==> src/skip_table_params.svh <==
// constants for the test-skip and table-write execution block
`ifndef SKIP_TABLE_PARAMS_SVH
`define SKIP_TABLE_PARAMS_SVH
`define OP_TEST_SKIP_HI 7'h33
`define OP_TABLE_WRITE_HI 14'h0003
`define ACCESS_BIT 8
`define INDEXED_MAX 8'h5F
`define ACCESS_SPLIT 8'h60
`define ACCESS_HIGH_BANK 4'hF
`define MODE_NONE 2'h0
`define MODE_POST_INC 2'h1
`define MODE_POST_DEC 2'h2
`define MODE_PRE_INC 2'h3
`define PHASE_DECODE 2'h0
`define PHASE_READ 2'h1
`define PHASE_WRITE 2'h3
`endif

==> src/skip_table_pkg.sv <==
// types for the test-skip and table-write execution block
package skip_table_pkg;
  typedef enum logic [2:0] {
    ST_RUN = 3'h0,
    ST_SKIP1 = 3'h1,
    ST_SKIP2 = 3'h2,
    ST_TBLW = 3'h3
  } exec_state_e;
  typedef logic [1:0] phase_t;
endpackage : skip_table_pkg

==> src/skip_table_exec.sv <==
// execution logic for the test-skip and table-write instructions
`timescale 1ns/1ps
`include "skip_table_params.svh"
// Behaviour
// - zero register skips next instruction, two cycles
// - skipped two-word instruction costs three cycles
// - access bit zero uses access bank
// - access bit one uses bank select
// - extended set, access bit zero, offset up to 95 indexed
// - pointer low bits pick holding register
// - mode: none, post-increment, post-decrement, pre-increment
module skip_table_exec #(
  parameter int PTR_W = 21,
  parameter int HOLD_SEL_W = 6,
  parameter int ADDR_W = 12
) (
  // clock and reset
  input wire logic clk,
  input wire logic resetn,
  // instruction fetch side
  input wire logic [15:0] instr,
  input wire logic instr_valid,
  input wire logic next_is_two_word,
  output logic flush_fetch,
  output logic busy,
  // configuration
  input wire logic extended_enable,
  input wire logic [3:0] bank_select_reg,
  input wire logic [ADDR_W-1:0] index_base,
  // register file
  output logic [ADDR_W-1:0] general_file_register_addr,
  output logic reg_rd,
  input wire logic [7:0] reg_rdata,
  // table write path
  input wire logic [7:0] table_data_latch,
  output logic [PTR_W-1:0] program_memory_pointer,
  output logic hold_we,
  output logic [HOLD_SEL_W-1:0] hold_sel,
  output logic [7:0] hold_data
);
  import skip_table_pkg::*;

  // ------------------------------------------------------------------
  // opcode decode
  // ------------------------------------------------------------------
  logic is_test;
  logic is_tblw;
  logic acc_bit;
  logic [7:0] operand;
  logic [1:0] tbl_mode_now;
  assign is_test = instr_valid && (instr[15:9] == `OP_TEST_SKIP_HI);
  assign is_tblw = instr_valid && (instr[15:2] == `OP_TABLE_WRITE_HI);
  assign acc_bit = instr[`ACCESS_BIT];
  assign operand = instr[7:0];
  assign tbl_mode_now = instr[1:0];

  // ------------------------------------------------------------------
  // register address select
  // ------------------------------------------------------------------
  logic indexed;
  logic access_low;
  logic [ADDR_W-1:0] addr_indexed;
  logic [ADDR_W-1:0] addr_banked;
  logic [ADDR_W-1:0] access_addr;
  logic [ADDR_W-1:0] addr_sel;
  logic [ADDR_W-1:0] addr_q;
  logic [ADDR_W-1:0] addr_d;
  assign indexed = extended_enable && !acc_bit && (operand <= `INDEXED_MAX);
  assign access_low = (operand < `ACCESS_SPLIT);
  // wraps inside the address space: a base near the top folds to the bottom
  assign addr_indexed = index_base + ADDR_W'(operand);
  assign addr_banked = ADDR_W'({bank_select_reg, operand});
  // access offsets below 60h are bank zero, 60h and up the special page
  assign access_addr = access_low ? ADDR_W'(operand) :
                       ADDR_W'({`ACCESS_HIGH_BANK, operand});
  assign addr_sel = indexed ? addr_indexed :
                    acc_bit ? addr_banked :
                    access_addr;

  // ------------------------------------------------------------------
  // phase counter and one-hot phase strobes
  // ------------------------------------------------------------------
  phase_t phase_q;
  phase_t phase_d;
  logic [3:0] phase_hot;
  logic cycle_end;
  logic read_phase;
  assign phase_d = phase_q + 2'h1;
  genvar gi;
  generate
    for (gi = 0; gi < 4; gi = gi + 1)
    begin : g_phase
      assign phase_hot[gi] = (phase_q == phase_t'(gi));
    end
  endgenerate
  assign cycle_end = phase_hot[`PHASE_WRITE];
  assign read_phase = phase_hot[`PHASE_READ];

  always_ff @(posedge clk)
  begin
    if (!resetn)
      phase_q <= 2'h0;
    else
      phase_q <= phase_d;
  end

  // ------------------------------------------------------------------
  // address register
  // ------------------------------------------------------------------
  // taken at the end of the decode phase so the file sees a settled
  // address through its read phase; instr must be stable from phase zero
  assign addr_d = phase_hot[`PHASE_DECODE] ? addr_sel : addr_q;
  always_ff @(posedge clk)
  begin
    if (!resetn)
      addr_q <= '0;
    else
      addr_q <= addr_d;
  end

  // ------------------------------------------------------------------
  // instruction cycle sequencing
  // ------------------------------------------------------------------
  exec_state_e state_q;
  exec_state_e state_d;
  logic run_ok;
  logic zero_hit;
  logic skip_go;
  logic tbl_start;
  logic tbl_active;
  logic two_word_q;
  logic two_word_d;
  logic [1:0] tbl_mode_q;
  logic [1:0] tbl_mode;
  assign run_ok = (state_q == ST_RUN);
  assign zero_hit = (reg_rdata == 8'h00);
  // words offered outside the run state are ignored; fetch waits on busy
  assign skip_go = run_ok && is_test && zero_hit && cycle_end;
  assign tbl_start = run_ok && is_tblw && cycle_end;
  assign tbl_active = (state_q == ST_TBLW);
  // fetch may already show the next word during the tail cycle
  assign tbl_mode = tbl_start ? tbl_mode_now : tbl_mode_q;
  assign two_word_d = (run_ok && cycle_end) ? next_is_two_word : two_word_q;

  always_comb
  begin
    state_d = state_q;
    unique case (state_q)
      ST_RUN:
        if (skip_go)
          state_d = ST_SKIP1;
        else if (tbl_start)
          state_d = ST_TBLW;
      ST_SKIP1:
        if (cycle_end)
          state_d = two_word_q ? ST_SKIP2 : ST_RUN;
      ST_SKIP2:
        if (cycle_end)
          state_d = ST_RUN;
      ST_TBLW:
        if (cycle_end)
          state_d = ST_RUN;
      default:
        state_d = ST_RUN;
    endcase
  end

  always_ff @(posedge clk)
  begin
    if (!resetn)
      state_q <= ST_RUN;
    else
      state_q <= state_d;
  end

  always_ff @(posedge clk)
  begin
    if (!resetn)
      two_word_q <= 1'b0;
    else
      two_word_q <= two_word_d;
  end

  always_ff @(posedge clk)
  begin
    if (!resetn)
      tbl_mode_q <= `MODE_NONE;
    else
      tbl_mode_q <= tbl_mode;
  end

  // ------------------------------------------------------------------
  // outputs to the fetch side and register file
  // ------------------------------------------------------------------
  // register read in phase one of the test cycle
  assign general_file_register_addr = addr_q;
  assign reg_rd = run_ok && is_test && read_phase;
  // discard the prefetched word(s) while skipping
  assign flush_fetch = (state_q == ST_SKIP1) || (state_q == ST_SKIP2);
  assign busy = !run_ok;

  // ------------------------------------------------------------------
  // table write tail
  // ------------------------------------------------------------------
  table_write_unit #(
    .PTR_W(PTR_W),
    .HOLD_SEL_W(HOLD_SEL_W)
  ) u_tbl (
    .clk(clk),
    .resetn(resetn),
    .start(tbl_start),
    .mode(tbl_mode),
    .active(tbl_active),
    .phase(phase_q),
    .table_data_latch(table_data_latch),
    .program_memory_pointer(program_memory_pointer),
    .hold_we(hold_we),
    .hold_sel(hold_sel),
    .hold_data(hold_data)
  );
endmodule : skip_table_exec

==> src/table_write_unit.sv <==
// table-write tail: pointer update and holding register write
`timescale 1ns/1ps
`include "skip_table_params.svh"
module table_write_unit #(
  parameter int PTR_W = 21,
  parameter int HOLD_SEL_W = 6
) (
  // clock and reset
  input wire logic clk,
  input wire logic resetn,
  // control
  input wire logic start,
  input wire logic [1:0] mode,
  input wire logic active,
  input wire skip_table_pkg::phase_t phase,
  // data
  input wire logic [7:0] table_data_latch,
  output logic [PTR_W-1:0] program_memory_pointer,
  output logic hold_we,
  output logic [HOLD_SEL_W-1:0] hold_sel,
  output logic [7:0] hold_data
);
  import skip_table_pkg::*;
  logic [PTR_W-1:0] ptr_q;
  logic [PTR_W-1:0] ptr_d;
  logic [7:0] latch_q;
  logic [7:0] latch_d;
  logic [PTR_W-1:0] ptr_inc;
  logic [PTR_W-1:0] ptr_dec;
  logic rd_now;
  logic wr_now;
  logic [7:0] hold_data_q;
  logic [HOLD_SEL_W-1:0] hold_sel_q;
  logic [7:0] hold_data_d;
  logic [HOLD_SEL_W-1:0] hold_sel_d;
  assign ptr_inc = ptr_q + PTR_W'(1);
  assign ptr_dec = ptr_q - PTR_W'(1);
  // pre-increment lands at start so the write already sees the new address
  assign ptr_d = !start ? ptr_q :
                 (mode == `MODE_PRE_INC) ? ptr_inc :
                 (mode == `MODE_NONE) ? ptr_q : ptr_q;
  assign rd_now = active && (phase == `PHASE_READ);
  assign wr_now = active && (phase == `PHASE_WRITE);
  assign latch_d = rd_now ? table_data_latch : latch_q;
  assign hold_data_d = wr_now ? latch_q : hold_data_q;
  assign hold_sel_d = wr_now ? ptr_q[HOLD_SEL_W-1:0] : hold_sel_q;
  logic [PTR_W-1:0] ptr_after;
  // post-modes step the pointer after the write phase
  assign ptr_after = !wr_now ? ptr_d :
                     (mode == `MODE_POST_INC) ? ptr_inc :
                     (mode == `MODE_POST_DEC) ? ptr_dec : ptr_d;
  always_ff @(posedge clk)
  begin
    if (!resetn)
    begin
      ptr_q <= '0;
      latch_q <= 8'h00;
      hold_data_q <= 8'h00;
      hold_sel_q <= '0;
      hold_we <= 1'b0;
    end
    else
    begin
      ptr_q <= ptr_after;
      latch_q <= latch_d;
      hold_data_q <= hold_data_d;
      hold_sel_q <= hold_sel_d;
      hold_we <= wr_now;
    end
  end
  assign program_memory_pointer = ptr_q;
  assign hold_sel = hold_sel_q;
  assign hold_data = hold_data_q;
endmodule : table_write_unit

==> config.mk <==
export PLATFORM = sky130hd
export DESIGN_NAME = skip_table_exec
export DESIGN_NICKNAME = d
export VERILOG_FILES = /design/src/skip_table_pkg.sv /design/src/skip_table_exec.sv /design/src/table_write_unit.sv
export VERILOG_INCLUDE_DIRS = /design/src
export SDC_FILE = /design/constraint.sdc
export NUM_CORES = 1
export LEC_CHECK = 0
export BUFFER_PORTS_ARGS = -buffer_cell sky130_fd_sc_hd__buf_2
export CAP_MARGIN = 20
export CORE_ASPECT_RATIO = 0.5
export CORE_MARGIN = 2
export CORE_UTILIZATION = 50
export CTS_BUF_LIST = sky130_fd_sc_hd__clkbuf_16
export CTS_CLUSTER_SIZE = 20
export DETAILED_ROUTE_END_ITERATION = 10
export HOLD_SLACK_MARGIN = 0.1
export PLACE_DENSITY = 0.77
export REMOVE_ABC_BUFFERS = 1
export SLEW_MARGIN = 20
export SYNTH_ARGS = -nofsm -noshare
export SYNTH_HDL_FRONTEND = slang
export SYNTH_SLANG_ARGS = --single-unit
==> constraint.sdc <==
create_clock -name clk -period 7.95 [get_ports clk]
set_clock_uncertainty 0.2 [all_clocks]
set_input_delay 0.795 -clock clk [delete_from_list [all_inputs] [get_ports clk]]
set_output_delay 0.795 -clock clk [all_outputs]
set_load 0.03 [all_outputs]
==> results.md, run 1 <==
Synth:
- For this run, the leading register cell type out of synthesis is sky130_fd_sc_hd__dfxtp_1.
- The gate count of the mapped netlist is 595.
- The average instance in the mapped netlist occupies 7.41 sq um.
- The fraction of synthesis flops using an asynchronous set or reset pin is 0%.
- During synthesis, Yosys emitted a total of 0 warnings.
- The number of flops mapped to enable cells by yosys is 0.
- The number of library cell types mapped by synthesis is 69.
- In this run the cell area of the synthesized design comes to 4410 sq um.
- The post-synthesis sequential element count is 63.
- The sequential-to-total area share from yosys stat is 28.6%.

Floorplanning:
- The floorplan step set the die height to 70.4 microns.
- The I/O pin total is 104.
- The floorplan step defined a die boundary enclosing 9630 sq um.
- The die width is 137 microns.
- The area of the placeable core is 8650 sq um.
- The starting utilization of the core area is 51.0%.
- After floorplanning, the core was divided into 24 placement rows.

Run:
- Max-cap violations in this run came to 0.

Route:
- In the final routed layout, each cell accounts on average for 16.4 microns.
- Before antenna repair, the detailed router went through 5 iterations.
- The count of vias placed by the detailed router is 4,772.
- The first-iteration detailed-routing DRC count is 410.
- For this run, design rule violations remaining after detail routing come to 0.
- The number of vias per cell is 6.06.
- The routed design has 12.9 mm of wire.
- The number of routed nets with antenna violations is 0.

Place:
- During placement, the flow inserted port buffers numbering 103.
- The area after detailed placement is 4890 sq um.
- The final estimated routing congestion in global placement is 0.936.
- Summed over all nets, the half-perimeter wirelength after detailed placement is 9.15 mm.

Timing:
- The final number of setup-violating endpoints is 0.
- The worst hold-check slack is 247 ps.
- The relative slew slack is 29.5%.
- Adding up every negative setup slack in the final design gives 0 ps.
- Setup repair after global routing left no endpoint under its margin.
- The final count of hold timing violations is 0.
- The maximum achievable frequency is 0.268 GHz.
- The final count of pins violating max slew is 0.
- The final period demand of the worst path is 3730 ps.
- After layout, the worst path uses 46.9% of the clock period.
- The measured slew at the worst slew-check pin is 1060 ps.

Worst setup path:
- Counting both buffers and inverters, the worst setup path holds a total of 1.
- The worst setup path is of the primary input to flip-flop kind.
- The delay contributed by the slowest stage of the critical path is 610 ps.
- The sort of element at the start of the critical path is a primary input.
- The highest net fanout along the worst path is 11.
- The cell at the slowest stage of the critical path is sky130_fd_sc_hd__nor4b_1.
- The category of the worst setup path capture point is a flip-flop.
- Broken down by cell family, the worst path's largest delay share belongs to simple AND/OR/NAND/NOR gates.
- The worst path arrival time is 3770 ps.
- The data required time at the worst endpoint is 8000 ps.
- The library cell appearing most often on the critical path is sky130_fd_sc_hd__a21oi_1.
- Walking the worst path, the cells encountered are buf_2 > nor4b_1 > nand3_1 > nor2_1 > a21oi_1 > o21ai_0 > a21oi_1 > o32ai_1.

Pwr:
- Power comes to 0.000945 W.
- The maximum vdd ir drop is 0.123 mV.
- The part of the total power dissipated in the clock network is 43.7%.
- The cell-internal power is 0.000669 W.
- In this run, the combinational gates consume 20.1% of the power.
- The net switching fraction of the power is 29.3%.
- The leakage power total is 2.09 nW.
- Power spread over the standard cell area amounts to 182 nW/um^2.
- In this run the power spent charging and discharging nets is 0.000277 W.
- The part of the total power dissipated in sequential elements is 36.2%.

GRT:
- The total congestion overflow is 0.
- The number of antenna violations at the first check in global routing was 0.
- The number of global-route vias before repair is 4,340.
- The global-route wire length before repair is 21.1 mm.
- The largest net degree at the start of global routing is 45.
- The all-layer global routing usage is 27.4%.

Final layout:
- The count of inserted antenna diode cells is 0.
- The final net count is 739.
- The most common library cell in the layout ignoring fill and taps is sky130_fd_sc_hd__buf_2.
- In the final layout, the share of cells above drive strength 1 is 20.0%.
- In the layout the commonest cells are sky130_fd_sc_hd__buf_2 (103), sky130_fd_sc_hd__nand2_1 (86), sky130_fd_sc_hd__dfxtp_1 (63).
- Compared with the post-synthesis result, the final layout area differs by 17.7%.
- The finished cells cover 5190 sq um.

Clocking:
- Counting along the longest clock path gives a buffer depth of 2.
- The library cell used as clock root buffer is sky130_fd_sc_hd__clkbuf_16.
- The number of H-tree levels is 3.
- Buffers inserted during clock tree synthesis total 9.
- Once the clock tree was built, the resizer swapped 0 gates to a different size.
- The number of setup buffers added after CTS is 0.
- The number of buffers inserted by hold repair at cts is 0.
- The tree built by TritonCTS fans out to 63 sinks.
- Clock latency on the worst-skew pair, taken at its later pin, is 340 ps.
- After clock tree synthesis, the clock-pin slew on the worst setup and hold paths is 50 ps.
- TritonCTS built the clock tree.

Outcome:
- The flow ran to the end, and the final reports show no timing, DRC or antenna violations.

Worst hold path:
- In this run the worst hold path is classified as flip-flop to flip-flop.
## synthesized netlist by cell type, types with 4 or more instances
library cell	instances	area, sq um
sky130_fd_sc_hd__a211oi_1	6	45.0
sky130_fd_sc_hd__a21o_1	4	30.0
sky130_fd_sc_hd__a21oi_1	57	285
sky130_fd_sc_hd__a221oi_1	5	43.8
sky130_fd_sc_hd__a311oi_1	6	52.6
sky130_fd_sc_hd__a31oi_1	5	31.3
sky130_fd_sc_hd__and2_1	7	43.8
sky130_fd_sc_hd__and3_1	6	37.5
sky130_fd_sc_hd__and4_1	4	35.0
sky130_fd_sc_hd__buf_2	7	35.0
sky130_fd_sc_hd__clkbuf_1	31	116
sky130_fd_sc_hd__dfxtp_1	63	1260
sky130_fd_sc_hd__ha_1	18	225
sky130_fd_sc_hd__inv_1	21	78.8
sky130_fd_sc_hd__mux2i_1	7	70.1
sky130_fd_sc_hd__nand2_1	86	323
sky130_fd_sc_hd__nand2b_1	6	37.5
sky130_fd_sc_hd__nand3_1	25	125
sky130_fd_sc_hd__nand4_1	9	56.3
sky130_fd_sc_hd__nor2_1	46	173
sky130_fd_sc_hd__nor2b_1	4	25.0
sky130_fd_sc_hd__nor3_1	19	95.1
sky130_fd_sc_hd__nor4_1	7	43.8
sky130_fd_sc_hd__o211ai_1	7	52.6
sky130_fd_sc_hd__o21ai_0	22	110
sky130_fd_sc_hd__o221ai_1	4	35.0
sky130_fd_sc_hd__o22ai_1	17	106
sky130_fd_sc_hd__or2_2	4	25.0
sky130_fd_sc_hd__or3_1	8	50.1
sky130_fd_sc_hd__xnor2_1	13	114
sky130_fd_sc_hd__xor2_1	14	123
## final timing paths
kind	start	end	slack [ps]	cells after the start
max	instr[7]	u_tbl.program_memory_pointer[2]	4220	8
min	u_tbl.hold_sel[3]	u_tbl.hold_sel[3]	250	2
max reg2reg	state_q[1]	u_tbl.program_memory_pointer[2]	4460	9
min reg2reg	u_tbl.hold_sel[3]	u_tbl.hold_sel[3]	250	2
## stage by stage
step           instances  setup slack (ps)  utilization [%]
2_1_floorplan        551              4760                -
4_1_cts              787              4330             60.0
3_3_place_gp         773              4080             56.5
6_report             787              4220             60.0
3_5_place_dp         773              3980             56.5
5_1_grt              787              3960             60.0
## power by group through the flow
stage,clock [W],combinational (W),sequential [W]
3_3_place_gp,0,0.000186,0.000348
6_report,0.000413,0.000190,0.000342
5_1_grt,0.000428,0.000211,0.000344
3_5_place_dp,0,0.000189,0.000348
2_1_floorplan,0,0.000117,0.000360
4_1_cts,0.000415,0.000191,0.000342
## area by class of cell
class	count	area, sq um
Clock buffer	9	225
Tap cell	117	146
Fill cell	805	3460
Timing Repair Buffer	105	531
Sequential cell	63	1260
Multi-Input combinational cell	466	2870
Inverter	22	82.6
Clock inverter	5	76.3
## kinds of logic after synthesis
logic type               Yosys count  share of synthesized area, %
AO/OA/AOI/OAI                    166                          25.0
XOR/XNOR                          27                          5.36
flip-flops                        63                          28.6
AND/OR/NAND/NOR                  246                          27.3
buffers and inverters             66                          6.33
adder cells (fa/ha/maj)           20                          5.79
multiplexers                       7                          1.59
## layer usage
layer	global-route usage [%]	routed length, microns
met2	43.1	5840
met4	9.97	244
met3	6.90	1040
met5	0	0
met1	36.4	5770
## flip-flops by register name, indices dropped and copies added (netlist names)
signal and cells:
u_tbl.program_memory_pointer 21, general_file_register_addr 12, u_tbl.hold_data 8, u_tbl.latch_q 8
u_tbl.hold_sel 6, phase_q 2, state_q 2, tbl_mode_q 2
two_word_q 1, u_tbl.hold_we 1
## tightest hold or removal path: cells and delay by family (launching register included)
family          cells  cell delay [ps]
simple gates        1               50
flops               1              300
compound gates      1               50
Note: power is estimated with default switching activity, not from simulation.
==> run 2: changes to the inputs <==
--- a/config.mk
+++ b/config.mk
@@ -10,12 +10,12 @@
 export CAP_MARGIN = 20
 export CORE_ASPECT_RATIO = 0.5
 export CORE_MARGIN = 2
-export CORE_UTILIZATION = 50
+export CORE_UTILIZATION = 49
 export CTS_BUF_LIST = sky130_fd_sc_hd__clkbuf_16
 export CTS_CLUSTER_SIZE = 20
 export DETAILED_ROUTE_END_ITERATION = 10
 export HOLD_SLACK_MARGIN = 0.1
-export PLACE_DENSITY = 0.77
+export PLACE_DENSITY = 0.79
 export REMOVE_ABC_BUFFERS = 1
 export SLEW_MARGIN = 20
 export SYNTH_ARGS = -nofsm -noshare
==> constraint.sdc (replaced) <==
create_clock -name clk -period 3.2 [get_ports clk]
set_clock_uncertainty 0.2 [all_clocks]
set_input_delay 0.32 -clock clk [delete_from_list [all_inputs] [get_ports clk]]
set_output_delay 0.32 -clock clk [all_outputs]
set_load 0.03 [all_outputs]
==> run 2 against run 1 <==
Against the previous run:
- global-route usage down 0.081 points
- sequential cell count unchanged
- non-clock buffer count up 27
- combinational power rose to 2.6 times the previous value
- die area up 1.9%
- sequential power up 150%
- via count up 1.2%
- register-to-register slack worse by 4100 ps
- sequential share of layout area down 1.0 points
- clock power up 140%
==> results.md, run 2 (same netlist as run 1, synthesis figures left out) <==
Outcome:
- Outcome: finished clean (unchanged).

GRT:
- The global-route wire length before repair was 22.2 mm (was 21.1 mm).
- The all-layer global routing usage is 27.4% (about the same).
- The largest net degree at the start of global routing is 44 (was 45).
- The number of global-route vias before repair is 4,538 (was 4,340).
- The total congestion overflow is 0 (unchanged).
- The number of antenna violations at the first check in global routing is 0 (unchanged).

Worst setup path:
- The classification of the worst setup path is primary input to flip-flop (unchanged).
- The sort of element at the start of the critical path was a primary input (unchanged).
- The highest net fanout along the worst path is 10 (was 11).
- The cell type group with the largest total delay on the critical path is buffers and inverters (was simple AND/OR/NAND/NOR gates).
- The slack of the worst reg-to-reg path is 370 ps (was 4460 ps).
- The library cell appearing most often on the critical path is sky130_fd_sc_hd__buf_4 (was sky130_fd_sc_hd__a21oi_1).
- The category of the worst setup path capture point is a flip-flop (unchanged).
- The data required time at the worst endpoint came to 3250 ps (was 8000 ps).
- Cell Chain, Critical Path: dlygate4sd3_1 > buf_2 > nor4b_1 > buf_4 > nand3_1 > nor2_1 > buf_4 > a21o_1 > nand2_1 > o221a_2 > o22ai_1 (was buf_2 > nor4b_1 > nand3_1 > nor2_1 > a21oi_1 > o21ai_0 > a21oi_1 > o32ai_1).
- The cell at the slowest stage of the critical path is sky130_fd_sc_hd__dlygate4sd3_1 (was sky130_fd_sc_hd__nor4b_1).
- The count of buffering cells on the critical path with inverters included was 4 (was 1).
- The delay contributed by the slowest stage of the critical path was 530 ps (was 610 ps).
- The worst path arrival time was 3020 ps (was 3770 ps).

Clocking:
- The number of buffers on the longest clock path is 2 (unchanged).
- The library cell used as clock root buffer is sky130_fd_sc_hd__clkbuf_16 (unchanged).
- The CTS tree was built (unchanged).
- The total clock buffers created by CTS was 9 (unchanged).
- The number of sinks on the clock net is 63 (unchanged).
- The post-CTS clock slew at the launch and capture registers of the worst setup and hold paths came to 60 ps (was 50 ps).
- The clock latency at the later pin of the worst-skew pair was 330 ps (was 340 ps).
- The number of gates given a new drive strength after cts is 0 (unchanged).
- The number of H-tree levels is 3 (unchanged).

Place:
- The final estimated routing congestion in global placement is 0.953 (was 0.936).
- The count of buffers inserted at the top-level ports is 103 (unchanged).
- The total half-perimeter wirelength after legalization and detailed placement is 9.32 mm (was 9.15 mm).
- The number of placed cells counting well taps is 789 (was 773).
- The pre-CTS worst setup slack is 446 ps (was 3980 ps).

Timing:
- The maximum achievable frequency is 0.337 GHz.
- The relative slew slack came to 43.4% (was 29.5%).
- The share of the clock period used by the worst path is 92.6%.
- Unrepaired setup endpoints after global routing: false (unchanged).
- The final count of hold timing violations is 0 (unchanged).
- The measured slew at the worst slew-check pin is 849 ps (was 1060 ps).
- The final number of setup-violating endpoints is 0 (unchanged).
- The final count of pins violating max slew is 0 (unchanged).
- The final period demand of the worst path is 2960 ps.
- The post-route worst setup slack was 235 ps (was 4220 ps).
- The sum of negative setup slack is 0 ps (unchanged).

Route:
- The number of vias per cell was 5.92 (was 6.06).
- The first-iteration detailed-routing DRC count was 567 (was 410).
- The DRC violation count after routing is 0 (unchanged).
- The final wirelength is 13.3 mm (was 12.9 mm).
- The count of vias placed by the detailed router came to 4,829 (was 4,772).
- The average wire per cell in the routed design is 16.3 microns (was 16.4 microns).
- The number of routed nets with antenna violations came to 0 (unchanged).
- The length of the first detailed-routing pass in iterations was 7 (was 5).

Final layout:
- The signed area change from the synthesized netlist to the final layout was 22.8% (was 17.7%).
- The final instance count without filler cells is 816 (was 787).
- The fill cell instance count of the final layout is 809 (was 805).
- The area taken by flip-flops and latches came to 1260 sq um (unchanged).
- Commonest cells after routing, fill and taps aside: sky130_fd_sc_hd__buf_2 (103), sky130_fd_sc_hd__nand2_1 (86), sky130_fd_sc_hd__dfxtp_1 (63) (unchanged).
- The most common library cell in the layout ignoring fill and taps is sky130_fd_sc_hd__buf_2 (unchanged).
- The area of the multi-input gates is 2870 sq um (unchanged).
- The flip-flop count of the largest register after layout is 21 (unchanged).
- The ratio of cells with drive above 1 in the final layout was 21.9% (was 20.0%).
- The final net count was 766 (was 739).
- The count of inserted antenna diode cells came to 0 (unchanged).

Floorplanning:
- The total die area is 9820 sq um (was 9630 sq um).
- The standard-cell row count is 24 (unchanged).
- The area of the placeable core is 8710 sq um (was 8650 sq um).
- The starting utilization of the core area is 50.6% (was 51.0%).
- The overall die height was 71.1 microns (was 70.4 microns).
- The die width is 138 microns (was 137 microns).
- The I/O pin total is 104 (unchanged).

Run:
- The count of max-cap constraint violations was 0 (unchanged).

Pwr:
- The power per cell area is 427 nW/um^2 (was 182 nW/um^2).
- The leakage power total is 2.21 nW (was 2.09 nW).
- The maximum vdd ir drop is 0.339 mV (was 0.123 mV).

Worst hold path:
- The path type of the worst min-delay path is primary input to flip-flop (was flip-flop to flip-flop).
==> run 2: changes by cell type in the layout (fill, tap and decap cells not counted) <==
cell	change
sky130_fd_sc_hd__buf_4	+16
sky130_fd_sc_hd__inv_6	+1
sky130_fd_sc_hd__dlygate4sd3_1	+11
sky130_fd_sc_hd__clkinvlp_4	+2
sky130_fd_sc_hd__clkinv_2	+1
sky130_fd_sc_hd__bufinv_16	-1
sky130_fd_sc_hd__inv_1	-1
==> run 2: power breakdown <==
group	switching [W]	internal [W]	total [W]
clock network	0.000374	0.000602	0.000976
registers	0.0000292	0.000821	0.000850
logic	0.000305	0.000184	0.000489
==> run 2: final timing paths <==
kind | from | endpoint | depth (start not counted)
worst min-delay path | instr[2] | general_file_register_addr[2] | 3
worst min register to register | u_tbl.hold_sel[5] | u_tbl.hold_sel[5] | 2
worst max register to register | u_tbl.program_memory_pointer[0] | u_tbl.program_memory_pointer[20] | 8
worst max-delay path | instr[4] | u_tbl.program_memory_pointer[20] | 11
==> run 2: cell type report <==
class	instances	area share, %
tap	117	2.70
clock buffer	9	4.16
clock inverter	7	1.32
sequential	63	23.3
multi-input combinational	466	53.0
timing repair buffer	132	14.0
inverter	22	1.52
==> run 2: per-stage QoR <==
| step | power, W | area [sq um] | utilization (%) | hold slack (ps) |
|---|---|---|---|---|
| 6_report | 0.00231 | 5420 | 62.2 | 102 |
| 5_1_grt | 0.00242 | 5420 | 62.2 | 120 |
| 4_1_cts | 0.00232 | 5420 | 62.2 | 100 |
| 3_5_place_dp | 0.00134 | 5010 | 57.5 | 244 |
| 3_3_place_gp | 0.00133 | 5010 | 57.5 | 238 |
| 2_1_floorplan | 0.00118 | 4210 | - | 232 |
==> run 2: what timing repair did <==
| action | CTS | global route |
|---|---|---|
| endpoints found under the setup margin | 0 | 0 |
| endpoints found under the hold margin | 11 | 0 |
| hold buffers | 11 | 0 |
| setup buffers | 0 | 0 |
==> run 2: tightest hold or removal path, delay by kind of cell <==
family	cells	cell delay (ps)
AND/OR/NAND/NOR	1	60
AO/OA/AOI/OAI	1	80
buffers and inverters	1	120
==> run 2: metal layers <==
metal / up-vias / track usage [%] / part of all wire (%)
met5: - / 0 / 0
met4: 0 / 9.75 / 2.2
met3: 31 / 7.24 / 7.8
met2: 210 / 43.6 / 46
met1: 2224 / 36.3 / 44
li1: 2364 / - / -
==> run 3: changes to the inputs <==
--- a/config.mk
+++ b/config.mk
@@ -9,13 +9,12 @@
 export BUFFER_PORTS_ARGS = -buffer_cell sky130_fd_sc_hd__buf_2
 export CAP_MARGIN = 20
 export CORE_ASPECT_RATIO = 0.5
-export CORE_MARGIN = 2
 export CORE_UTILIZATION = 49
 export CTS_BUF_LIST = sky130_fd_sc_hd__clkbuf_16
 export CTS_CLUSTER_SIZE = 20
 export DETAILED_ROUTE_END_ITERATION = 10
 export HOLD_SLACK_MARGIN = 0.1
-export PLACE_DENSITY = 0.79
+export PLACE_DENSITY = 0.75
 export REMOVE_ABC_BUFFERS = 1
 export SLEW_MARGIN = 20
 export SYNTH_ARGS = -nofsm -noshare
==> run 3 against run 2 <==
Against the previous run:
- design area rose by 0.28%
- register-to-register slack barely moved
- non-clock buffer count rose by 4
- die area fell by 4.2%
- power fell by 3.2%
- critical path type unchanged
==> results.md, run 3 (same netlist as run 1, synthesis figures left out) <==
Worst setup path:
- Cell Chain, Critical Path: dlygate4sd3_1 > buf_2 > nor3_1 > nand3_1 > nor3_1 > a21o_1 > nand2_1 > o221a_2 > o22ai_1 (was dlygate4sd3_1 > buf_2 > nor4b_1 > buf_4 > nand3_1 > nor2_1 > buf_4 > a21o_1 > nand2_1 > o221a_2 > o22ai_1).
- The cell at the slowest stage of the critical path is sky130_fd_sc_hd__dlygate4sd3_1 (unchanged).
- The count of buffering cells on the critical path with inverters included was 2 (was 4).
- The start point of the critical path was instr[6] (was instr[4]).
- The delay contributed by the slowest stage of the critical path is 530 ps (about the same).
- The cell type group with the largest total delay on the critical path is simple AND/OR/NAND/NOR gates (was buffers and inverters).
- The library cell appearing most often on the critical path is sky130_fd_sc_hd__nor3_1 (was sky130_fd_sc_hd__buf_4).
- The category of the worst setup path capture point is a flip-flop (unchanged).
- The destination of the critical timing path is u_tbl.program_memory_pointer[6] (was u_tbl.program_memory_pointer[20]).
- The classification of the worst setup path is primary input to flip-flop (unchanged).
- The endpoint of the lowest-slack register-to-register path is u_tbl.program_memory_pointer[20] (unchanged).
- The data required time at the worst endpoint is 3260 ps (was 3250 ps).
- The number of cells on the critical path is 9 (was 11).
- The worst path arrival time was 3030 ps (was 3020 ps).
- The beginning of the worst register-to-register path is u_tbl.program_memory_pointer[0] (unchanged).
- The sort of element at the start of the critical path is a primary input (unchanged).
- The highest net fanout along the worst path is 14 (was 10).
- The slack of the worst reg-to-reg path was 380 ps (was 370 ps).
- The number of cells on the worst reg-to-reg path is 8 (unchanged).

Clocking:
- The number of gates given a new drive strength after cts is 0 (unchanged).
- The number of H-tree levels is 3 (unchanged).
- The number of buffers inserted by hold repair at cts is 14 (was 11).
- The post-CTS clock slew at the launch and capture registers of the worst setup and hold paths was 60 ps (about the same).
- The clock latency at the later pin of the worst-skew pair is 340 ps (was 330 ps).
- The library cell used as clock root buffer is sky130_fd_sc_hd__clkbuf_16 (unchanged).
- The total setup buffers inserted after CTS is 0 (unchanged).
- The number of buffers on the longest clock path is 2 (unchanged).
- The total clock buffers created by CTS is 9 (unchanged).
- The number of sinks on the clock net is 63 (unchanged).
- The CTS tree is built (unchanged).

Route:
- The DRC violation count after routing came to 0 (unchanged).
- The number of vias per cell is 6.02 (was 5.92).
- The length of the first detailed-routing pass in iterations is 5 (was 7).
- The average wire per cell in the routed design is 16.1 microns (was 16.3 microns).
- The final wirelength is 13.2 mm (was 13.3 mm).
- The number of routed nets with antenna violations is 0 (unchanged).
- The count of vias placed by the detailed router came to 4,933 (was 4,829).
- The first-iteration detailed-routing DRC count is 395 (was 567).

Pwr:
- The overall power of the completed layout is 0.00224 W (was 0.00231 W).
- The maximum vdd ir drop is 0.298 mV (was 0.339 mV).
- The leakage power total is 2.21 nW (about the same).
- The power per cell area is 413 nW/um^2 (was 427 nW/um^2).

Worst hold path:
- The path type of the worst min-delay path was primary input to flip-flop (unchanged).

Final layout:
- The signed area change from the synthesized netlist to the final layout is 23.2% (was 22.8%).
- The final net count came to 770 (was 766).
- The count of inserted antenna diode cells came to 0 (unchanged).
- The most common library cell in the layout ignoring fill and taps was sky130_fd_sc_hd__buf_2 (unchanged).
- Commonest cells after routing, fill and taps aside: sky130_fd_sc_hd__buf_2 (103), sky130_fd_sc_hd__nand2_1 (86), sky130_fd_sc_hd__dfxtp_1 (63) (unchanged).
- The ratio of cells with drive above 1 in the final layout is 21.9% (about the same).
- The cell area after layout was 5430 sq um (was 5420 sq um).
- The final instance count without filler cells came to 820 (was 816).
- The flip-flop count of the largest register after layout came to 21 (unchanged).

Floorplanning:
- The overall die height came to 69.1 microns (was 71.1 microns).
- The area of the placeable core is 8710 sq um (unchanged).
- The total die area is 9400 sq um (was 9820 sq um).
- The die width was 136 microns (was 138 microns).
- The standard-cell row count is 24 (unchanged).
- The starting utilization of the core area is 50.6% (unchanged).
- The I/O pin total is 104 (unchanged).

Timing:
- The final count of hold timing violations was 0 (unchanged).
- The relative slew slack is 41.1% (was 43.4%).
- The final number of setup-violating endpoints is 0 (unchanged).
- The measured slew at the worst slew-check pin came to 883 ps (was 849 ps).
- The final period demand of the worst path is 2970 ps (was 2960 ps).
- Unrepaired setup endpoints after global routing: false (unchanged).
- The sum of negative setup slack came to 0 ps (unchanged).
- The maximum achievable frequency is 0.336 GHz (was 0.337 GHz).
- The final count of pins violating max slew was 0 (unchanged).
- The post-route worst setup slack was 226 ps (was 235 ps).
- The share of the clock period used by the worst path is 92.9% (was 92.6%).

Place:
- The total half-perimeter wirelength after legalization and detailed placement is 9.46 mm (was 9.32 mm).
- The count of buffers inserted at the top-level ports is 103 (unchanged).
- The final estimated routing congestion in global placement was 0.916 (was 0.953).
- The area after detailed placement came to 5020 sq um (was 5010 sq um).
- The pre-CTS worst setup slack was 429 ps (was 446 ps).
- The number of placed cells counting well taps is 790 (was 789).

GRT:
- The global-route wire length before repair was 21.7 mm (was 22.2 mm).
- The number of antenna violations at the first check in global routing is 0 (unchanged).
- The number of global-route vias before repair was 4,548 (was 4,538).
- The all-layer global routing usage was 29.0% (was 27.4%).
- The largest net degree at the start of global routing is 26 (was 44).
- The total congestion overflow is 0 (unchanged).

Run:
- The count of max-cap constraint violations is 0 (unchanged).

Outcome:
- Outcome: finished clean (unchanged).
## run 3: per-stage QoR
step	hold WS, ps	util [%]
finish	114	62.4
global route	130	62.4
CTS	105	62.4
detailed placement	245	57.6
global placement	236	57.6
floorplan	232	-
## run 3: layout make-up
class | instances | area [sq um]
fill | 826 | 3280
sequential | 63 | 1260
multi-input combinational | 466 | 2870
clock inverter | 7 | 48.8
timing repair buffer | 136 | 798
clock buffer | 9 | 225
inverter | 22 | 82.6
tap | 117 | 146
## run 3: tightest hold or removal path: cells and delay by family
| family | cells | cell delay [ps] |
|---|---|---|
| AO/OA/AOI/OAI | 2 | 210 |
| buffers and inverters | 1 | 70 |
## run 3: power breakdown
group	switching (W)	internal, W	leakage (nW)
Combinational	0.000303	0.000187	1.57
Sequential	0.0000274	0.000821	0.511
Clock	0.000380	0.000523	0.125
## run 3: worst min-delay path by stage
stage / end / cells after the start / slack (ps) / start
2_1_floorplan: u_tbl.hold_data[0] / 2 / 230 / u_tbl.latch_q[0]
3_3_place_gp: u_tbl.hold_data[4] / 2 / 240 / u_tbl.latch_q[4]
3_5_place_dp: u_tbl.hold_data[6] / 2 / 250 / u_tbl.hold_data[6]
4_1_cts: general_file_register_addr[8] / 3 / 110 / bank_select_reg[0]
5_1_grt: tbl_mode_q[1] / 3 / 130 / instr[1]
6_report: general_file_register_addr[8] / 3 / 110 / bank_select_reg[0]
## run 3: routing by layer
layer  up-vias  part of all wire, %  global-route usage [%]
met2       241                   44                    44.6
met4         0                  2.6                    11.4
met1      2288                   44                    38.1
met3        34                  9.2                    8.31
li1       2370                    -                       -
met5         -                    0                       0
